$ cat config.mk
export PLATFORM = sky130hd
export DESIGN_NAME = irda_fir_mir_pulse_config
export DESIGN_NICKNAME = d
export VERILOG_FILES = /design/src/design/ir_pulse_classify.v /design/src/design/ir_pulse_stretch.v /design/src/design/irda_fir_mir_pulse_config.v
export VERILOG_INCLUDE_DIRS = /design/src /design/src/design
export SDC_FILE = /design/constraint.sdc
export NUM_CORES = 1
export LEC_CHECK = 0
export ABC_AREA = 1
export BUFFER_PORTS_ARGS = -buffer_cell sky130_fd_sc_hd__buf_2
export CORE_ASPECT_RATIO = 0.8
export CORE_MARGIN = 10
export CORE_UTILIZATION = 51
export DETAILED_ROUTE_END_ITERATION = 10
export GPL_TIMING_DRIVEN = 0
export MAX_ROUTING_LAYER = met4
export PLACE_DENSITY = 0.88
export SETUP_SLACK_MARGIN = 0.3
export SLEW_MARGIN = 0
export SYNTH_ARGS = -nofsm -noshare
export SYNTH_HDL_FRONTEND = slang
export SYNTH_SLANG_ARGS = --single-unit
$ cat constraint.sdc
create_clock -name i_core_clk -period 2.3 [get_ports i_core_clk]
set_clock_uncertainty 0.2 [all_clocks]
set_input_delay 0.23 -clock i_core_clk [delete_from_list [all_inputs] [get_ports i_core_clk]]
set_output_delay 0.23 -clock i_core_clk [all_outputs]
set_load 0.01 [all_outputs]
$ cat src/design/irda_pulse_defs.vh
// register map, field layout, reset values and codes of the pulse configuration block
`ifndef IRDA_PULSE_DEFS_VH
`define IRDA_PULSE_DEFS_VH

// ************************************************
// register offsets
// ************************************************
`define FAST_IR_PULSE_CONTROL_ADDR   32'h0c00005e
`define MEDIUM_IR_PULSE_CONTROL_ADDR 32'h0c000060

// ************************************************
// fast infrared control fields
// ************************************************
`define PREAMBLE_CODE_MSB  7
`define PREAMBLE_CODE_LSB  5
`define WINDOW_CODE_MSB    4
`define WINDOW_CODE_LSB    3
`define FIR_WIDTH_MSB      2
`define FIR_WIDTH_LSB      0
`define PREAMBLE_CODE_RST  3'h4
`define WINDOW_CODE_RST    2'h1
`define FIR_WIDTH_RST      3'h5
`define FIR_WIDTH_MAX      3'h5
`define FIR_DOUBLE_EXTRA   6'h06

// ************************************************
// medium infrared control fields
// ************************************************
`define START_FLAG_CODE_MSB 7
`define START_FLAG_CODE_LSB 5
`define MIR_WIDTH_MSB       4
`define MIR_WIDTH_LSB       0
`define START_FLAG_CODE_RST 3'h2
`define MIR_WIDTH_RST       5'h09

// ************************************************
// header counts and receive window
// ************************************************
`define COUNT_1            6'h01
`define COUNT_2            6'h02
`define COUNT_4            6'h04
`define COUNT_16           6'h10
`define COUNT_32           6'h20
`define WINDOW_BASE        6'h07

`endif

$ cat src/design/ir_pulse_classify.v
// measures received high pulses and sorts them into single or double
`timescale 1ns/1ps
`default_nettype none

module ir_pulse_classify #(
  parameter W = 6
) (
  input  wire         i_core_clk,
  input  wire         i_rstn,
  input  wire         i_level,
  input  wire [W-1:0] i_single_max,
  output reg          o_single,
  output reg          o_double
);

  reg         prev_q;
  reg [W-1:0] run_q;

  // ************************************************
  // run length and verdict at falling edge
  // ************************************************
  // run saturates so a stuck-high line cannot wrap into a single
  always @(posedge i_core_clk or negedge i_rstn) begin
    if (!i_rstn) begin
      prev_q   <= 1'b0;
      run_q    <= {W{1'b0}};
      o_single <= 1'b0;
      o_double <= 1'b0;
    end else begin
      prev_q   <= i_level;
      o_single <= 1'b0;
      o_double <= 1'b0;
      if (i_level) begin
        if (run_q != {W{1'b1}}) begin
          run_q <= run_q + {{(W-1){1'b0}}, 1'b1};
        end
      end else begin
        run_q <= {W{1'b0}};
        if (prev_q) begin
          o_single <= (run_q <= i_single_max);
          o_double <= (run_q >  i_single_max);
        end
      end
    end
  end

endmodule

`default_nettype wire

$ cat src/design/ir_pulse_stretch.v
// one-shot pulse of programmable length in reference clock cycles
`timescale 1ns/1ps
`default_nettype none

module ir_pulse_stretch #(
  parameter W = 6
) (
  input  wire         i_core_clk,
  input  wire         i_rstn,
  input  wire         i_start,
  input  wire [W-1:0] i_len,
  output reg          o_pulse
);

  reg [W-1:0] cnt_q;

  // ************************************************
  // pulse counter
  // ************************************************
  // a start during a running pulse is dropped so pulses never merge
  always @(posedge i_core_clk or negedge i_rstn) begin
    if (!i_rstn) begin
      o_pulse <= 1'b0;
      cnt_q   <= {W{1'b0}};
    end else if (i_start && !o_pulse && (i_len != {W{1'b0}})) begin
      o_pulse <= 1'b1;
      cnt_q   <= i_len - {{(W-1){1'b0}}, 1'b1};
    end else if (o_pulse) begin
      if (cnt_q == {W{1'b0}}) begin
        o_pulse <= 1'b0;
      end else begin
        cnt_q <= cnt_q - {{(W-1){1'b0}}, 1'b1};
      end
    end
  end

endmodule

`default_nettype wire

$ cat src/design/irda_fir_mir_pulse_config.v
// pulse configuration registers and pulse shaping for fast and medium infrared
//
// Behaviour
// - fast frame preamble count from 3-bit code; unknown codes give 16
// - fast pulse width code+1 single, code+7 double; 110 and 111 prohibited
// - read-only window code sorts received fast pulses single or double
// - medium pulse lasts width code plus one reference cycles
`timescale 1ns/1ps
`default_nettype none
`include "irda_pulse_defs.vh"

module irda_fir_mir_pulse_config (
  input  wire        i_core_clk,
  input  wire        i_rstn,
  // register port
  input  wire [31:0] i_addr,
  input  wire [15:0] i_wdata,
  input  wire        i_wr,
  input  wire        i_rd,
  output reg  [15:0] o_rdata,
  // modulator side
  input  wire        i_hdr_start,
  input  wire        i_hdr_mir,
  input  wire        i_hdr_sym_done,
  output reg         o_hdr_busy,
  output reg  [5:0]  o_hdr_left,
  input  wire        i_fir_tx_single,
  input  wire        i_fir_tx_double,
  input  wire        i_mir_tx_pulse,
  output wire        o_ir_tx,
  // receive pin
  input  wire        i_ir_rx,
  output wire        o_rx_single,
  output wire        o_rx_double,
  // decoded settings
  output reg  [5:0]  o_fir_preamble_count,
  output reg  [5:0]  o_fir_single_len,
  output reg  [5:0]  o_fir_double_len,
  output reg  [5:0]  o_mir_start_flag_count,
  output reg  [5:0]  o_mir_pulse_len
);

  // ************************************************
  // decode functions
  // ************************************************
  function [5:0] preamble_count;
    input [2:0] code;
    begin
      case (code)
        3'h1:    preamble_count = `COUNT_1;
        3'h2:    preamble_count = `COUNT_2;
        3'h3:    preamble_count = `COUNT_4;
        3'h4:    preamble_count = `COUNT_16;
        3'h7:    preamble_count = `COUNT_32;
        default: preamble_count = `COUNT_16;
      endcase
    end
  endfunction

  function [5:0] start_flag_count;
    input [2:0] code;
    begin
      case (code)
        3'h1:    start_flag_count = `COUNT_1;
        3'h2:    start_flag_count = `COUNT_2;
        3'h3:    start_flag_count = `COUNT_4;
        3'h4:    start_flag_count = `COUNT_16;
        3'h7:    start_flag_count = `COUNT_32;
        default: start_flag_count = `COUNT_2;
      endcase
    end
  endfunction

  // ************************************************
  // register storage
  // ************************************************
  reg [2:0] preamble_count_code_q;
  reg [2:0] fir_width_code_q;
  reg [2:0] start_flag_count_code_q;
  reg [4:0] mir_width_code_q;

  // window field is hardware-fixed, no write path
  wire [1:0] window_code = `WINDOW_CODE_RST;

  wire sel_fast   = (i_addr == `FAST_IR_PULSE_CONTROL_ADDR);
  wire sel_medium = (i_addr == `MEDIUM_IR_PULSE_CONTROL_ADDR);

  wire [2:0] wr_fir_width = i_wdata[`FIR_WIDTH_MSB:`FIR_WIDTH_LSB];

  // upper byte of a write is dropped
  always @(posedge i_core_clk or negedge i_rstn) begin
    if (!i_rstn) begin
      preamble_count_code_q   <= `PREAMBLE_CODE_RST;
      fir_width_code_q        <= `FIR_WIDTH_RST;
      start_flag_count_code_q <= `START_FLAG_CODE_RST;
      mir_width_code_q        <= `MIR_WIDTH_RST;
    end else if (i_wr) begin
      if (sel_fast) begin
        preamble_count_code_q <= i_wdata[`PREAMBLE_CODE_MSB:`PREAMBLE_CODE_LSB];
        // prohibited codes keep the old width
        if (wr_fir_width <= `FIR_WIDTH_MAX) begin
          fir_width_code_q <= wr_fir_width;
        end
      end
      if (sel_medium) begin
        start_flag_count_code_q <= i_wdata[`START_FLAG_CODE_MSB:`START_FLAG_CODE_LSB];
        mir_width_code_q        <= i_wdata[`MIR_WIDTH_MSB:`MIR_WIDTH_LSB];
      end
    end
  end

  // ************************************************
  // read port
  // ************************************************
  // data valid only in the cycle after the strobe, zero elsewhere
  always @(posedge i_core_clk or negedge i_rstn) begin
    if (!i_rstn) begin
      o_rdata <= 16'h0000;
    end else if (i_rd && sel_fast) begin
      o_rdata <= {8'h00, preamble_count_code_q, window_code,
                  fir_width_code_q};
    end else if (i_rd && sel_medium) begin
      o_rdata <= {8'h00, start_flag_count_code_q,
                  mir_width_code_q};
    end else begin
      o_rdata <= 16'h0000;
    end
  end

  // ************************************************
  // decoded settings
  // ************************************************
  // registered so the modulator sees settled values one cycle after a write
  always @(posedge i_core_clk or negedge i_rstn) begin
    if (!i_rstn) begin
      o_fir_preamble_count   <= `COUNT_16;
      o_fir_single_len       <= 6'h06;
      o_fir_double_len       <= 6'h0c;
      o_mir_start_flag_count <= `COUNT_2;
      o_mir_pulse_len        <= 6'h0a;
    end else begin
      o_fir_preamble_count   <= preamble_count(preamble_count_code_q);
      o_fir_single_len       <= {3'h0, fir_width_code_q} + 6'h01;
      o_fir_double_len       <= {3'h0, fir_width_code_q} + `FIR_DOUBLE_EXTRA
                                + 6'h01;
      o_mir_start_flag_count <= start_flag_count(start_flag_count_code_q);
      o_mir_pulse_len        <= {1'b0, mir_width_code_q} + 6'h01;
    end
  end

  // ************************************************
  // header sequencer
  // ************************************************
  // counts preambles or start flags out as the modulator sends them;
  // counts are sampled at frame start, so a later write cannot
  // change the header length of a frame already under way
  always @(posedge i_core_clk or negedge i_rstn) begin
    if (!i_rstn) begin
      o_hdr_busy <= 1'b0;
      o_hdr_left <= 6'h00;
    end else if (!o_hdr_busy) begin
      if (i_hdr_start) begin
        o_hdr_busy <= 1'b1;
        o_hdr_left <= i_hdr_mir ? o_mir_start_flag_count
                                : o_fir_preamble_count;
      end
    end else if (i_hdr_sym_done) begin
      o_hdr_left <= o_hdr_left - 6'h01;
      if (o_hdr_left == 6'h01) begin
        o_hdr_busy <= 1'b0;
      end
    end
  end

  // ************************************************
  // transmit pulse shaping
  // ************************************************
  reg  [5:0] tx_len;
  wire       tx_start = i_fir_tx_single | i_fir_tx_double | i_mir_tx_pulse;

  // double wins over single if both are asserted together
  always @* begin
    if (i_fir_tx_double) begin
      tx_len = o_fir_double_len;
    end else if (i_fir_tx_single) begin
      tx_len = o_fir_single_len;
    end else begin
      tx_len = o_mir_pulse_len;
    end
  end

  ir_pulse_stretch #(
    .W (6)
  ) u_tx_pulse (
    .i_core_clk (i_core_clk),
    .i_rstn     (i_rstn),
    .i_start    (tx_start),
    .i_len      (tx_len),
    .o_pulse    (o_ir_tx)
  );

  // ************************************************
  // receive classification
  // ************************************************
  reg        rx_meta_q;
  reg        rx_sync_q;
  reg  [5:0] single_max_q;

  always @(posedge i_core_clk or negedge i_rstn) begin
    if (!i_rstn) begin
      rx_meta_q    <= 1'b0;
      rx_sync_q    <= 1'b0;
      single_max_q <= 6'h08;
    end else begin
      rx_meta_q    <= i_ir_rx;
      rx_sync_q    <= rx_meta_q;
      // window base plus window code and below count as single
      single_max_q <= `WINDOW_BASE + {4'h0, window_code};
    end
  end

  ir_pulse_classify #(
    .W (6)
  ) u_rx_class (
    .i_core_clk   (i_core_clk),
    .i_rstn       (i_rstn),
    .i_level      (rx_sync_q),
    .i_single_max (single_max_q),
    .o_single     (o_rx_single),
    .o_double     (o_rx_double)
  );

endmodule

`default_nettype wire

==> out/summary.txt <==
maximum clock path buffer count: 2
CP peak stage delay: 0.37 ns
Final HPWL DP: 6.77 mm
max-cap viol count: 0
power density relative to cell area: 784 nW/um2
post-synthesis cell count: 399
die area: 10,500 um2
total wire length: 8.60 mm
Fmax: 521 MHz
PortBufs: 91
layout cells sized above 1: 0.323
detailed-router iteration count before antenna repair: 4
required time of the critical path: 2.32 ns
CTS H-Tree Depth: 3
placed cell areas: 4090 um2
row count: 26
Power Total: 0.00349 W
Yosys warnings: 0
CTS tree: done
chip width: 112 um
final number of hold-violating endpoints: 0
Slew Viols, Final: 0
GRT Resource Usage Total: 0.167
clk slew on worst S/H paths: 0.07 ns
initial antenna violation count: 1
post-route antenna net violation count: 0
layout overhead on the synthesized area: 27.8%
Iter 0 DRT Violations: 134
WS Path Type: flop to flop
first-pass GRT wire length: 14.2 mm
Post-Syn Area: 3480 um2
Core ar.: 6510 um2
most frequent CP cell: nand2_1
routability cong.: 0.881
root buf cell: clkbuf_8
Worst Path Buf+Inv: 2
Netlist cell types: 34
worst-margin pin slew: 0.854 ns
Largest delay share family, worst path: simple AND/OR/NAND/NOR gates
detailed-route via count: 3,076
final instance area: 4450 um2
Layout Nets: 595
TritonCTS Buffers: 9
Top FF cell, synth: dfrtp_1
commonest non-fill, non-tap cell in the layout: buf_2
Vias/cell: 4.98
crit path time final: 1.92 ns
Critical Path, Cell by Cell: or2_4 > nand2_2 > nand2_2 > inv_2 > nand2_4 > nand2_8 > buf_4 > nand2_4 > nand2_4 > nand3_1 > nand2_1 > nand2_1 > nand2_1 > nand2_1
vias in the first global route: 3,112
Post-synth EDFFs: 0
Max-slew headroom: 0.431
critical path arrival: 1.94 ns
total gr overflow: 0
VDD IR-drop max: 0.000293 V
Yosys reg bits: 70
register area share after synthesis: 0.509
Starting Density: 0.535
highest-delay cell along the critical path: dfstp_2
# clock sinks: 70
IO Count: 115
Worst-Skew Late Latency: 0.33 ns
Hold WC Path Type: input pin to flop
RSZ-0062 raised after global routing: false
# setup viols final: 0
final setup TNS: 0 ns
most frequent cells in the layout: 90 x buf_2, 73 x nand2_1, 56 x dfrtp_1, 54 x inv_1, 37 x nand3_1
drt wl/cell: 13.9 um
Lkg Pwr: 2.33 nW
CP Max Fanout: 6
# DRC: 0
crit path capture type: flop
Vert. Die Dim: 93.9 um
outcome: finished, final reports clean
Post-synth ARST share: 1.00
crit path launch type: flop
Hold WS: 0.0276 ns
period utilization: 0.834
Syn Area/Cell: 8.72 um2
largest net degree at the start of global routing: 71
-- cell families (layout without fill, tap and decap cells) --
group           after synthesis  after routing  share of synthesized area
simple gates                192            192                      0.274
buf+inv                      74            195                     0.0960
flops                        70             70                      0.509
compound gates               47             47                     0.0737
fa+ha+maj                     8              8                     0.0288
xor+xnor                      7              7                     0.0176
other cells                   1             15                    0.00108
-- cell usage after synthesis, drive strengths merged, types with 2 or more instances --
cell type	n	area, um2
xor2	6	52.6
a31oi	4	25.0
nor2	30	138
nor4	5	31.3
nand4	5	31.3
or2	2	12.5
nor3	13	65.1
inv	58	218
buf	15	113
nand3	38	190
ha	8	100
nand2	95	450
dfstp	14	368
o21ai	35	179
nor3b	3	27.5
dfrtp	56	1400
a21oi	4	20.0
-- cell type report --
cell class / count / area, um2
antenna: 1 / 2.50
buffer: 16 / 116
clock buffer: 14 / 143
clock inverter: 2 / 35.0
fill: 516 / 2060
inverter: 58 / 218
multi-input combinational: 268 / 1470
sequential: 70 / 1770
tap: 84 / 105
timing repair buffer: 105 / 591
-- per-stage QoR --
step | setup slack, ns | util | instances
global placement | 0.324 | 0.628 | 587
global route | 0.285 | 0.683 | 618
finish | 0.381 | 0.683 | 618
detailed placement | 0.269 | 0.629 | 587
CTS | 0.317 | 0.673 | 614
floorplan | 0.399 | - | 412
-- worst min-delay path, stage by stage --
cell and delay (ns):
buf_2 0.08, nand2_1 0.12, nand2_1 0.09
-- report_power, final --
part / switching, W / total (W) / internal [W]
Sequential: 0.000107 / 0.00146 / 0.00135
Clock: 0.000408 / 0.000910 / 0.000502
Combinational: 0.000666 / 0.00112 / 0.000450
-- state kept, by name, indices dropped and copies added, names as in the netlist, 3 cells and up --
register                 flops
o_hdr_left                   6
o_fir_double_len             3
o_fir_single_len             4
o_rdata                      8
o_mir_start_flag_count       5
preamble_count_code_q        3
fir_width_code_q             3
o_fir_preamble_count         5
start_flag_count_code_q      3
u_tx_pulse.cnt_q             6
o_mir_pulse_len              6
mir_width_code_q             5
u_rx_class.run_q             6
-- final timing paths --
path,from,slack [ns],endpoint,cells past startpoint
min,i_hdr_start,0.03,o_hdr_busy$_DFF_PN0_,3
max reg2reg,o_fir_double_len[2]$_DFF_PN1_,0.38,u_tx_pulse.cnt_q[3]$_DFFE_PN0P_,14
max,o_fir_double_len[2]$_DFF_PN1_,0.38,u_tx_pulse.cnt_q[3]$_DFFE_PN0P_,14
max in group asynchronous,i_rstn,0.98,u_rx_class.o_double$_DFF_PN0_,2
min in group asynchronous,i_rstn,0.34,o_hdr_busy$_DFF_PN0_,2
min reg2reg,rx_meta_q$_DFF_PN0_,0.16,rx_sync_q$_DFF_PN0_,0
-- per-layer routing --
metal,vias up,wire length (um),GRT usage
li1,1528,-,-
met1,1434,3580,0.188
met2,106,4430,0.281
met3,8,495,0.0479
met4,0,98,0.0559
met5,-,0,-
-- timing repair --
item,in CTS,in global routing
resized for setup,2,13
hold endpoints to repair,71,0
pin swaps,0,3
setup buffers,0,3
setup endpoints to repair,2,3
hold buffers,11,0
(Power assumes the default switching activity.)
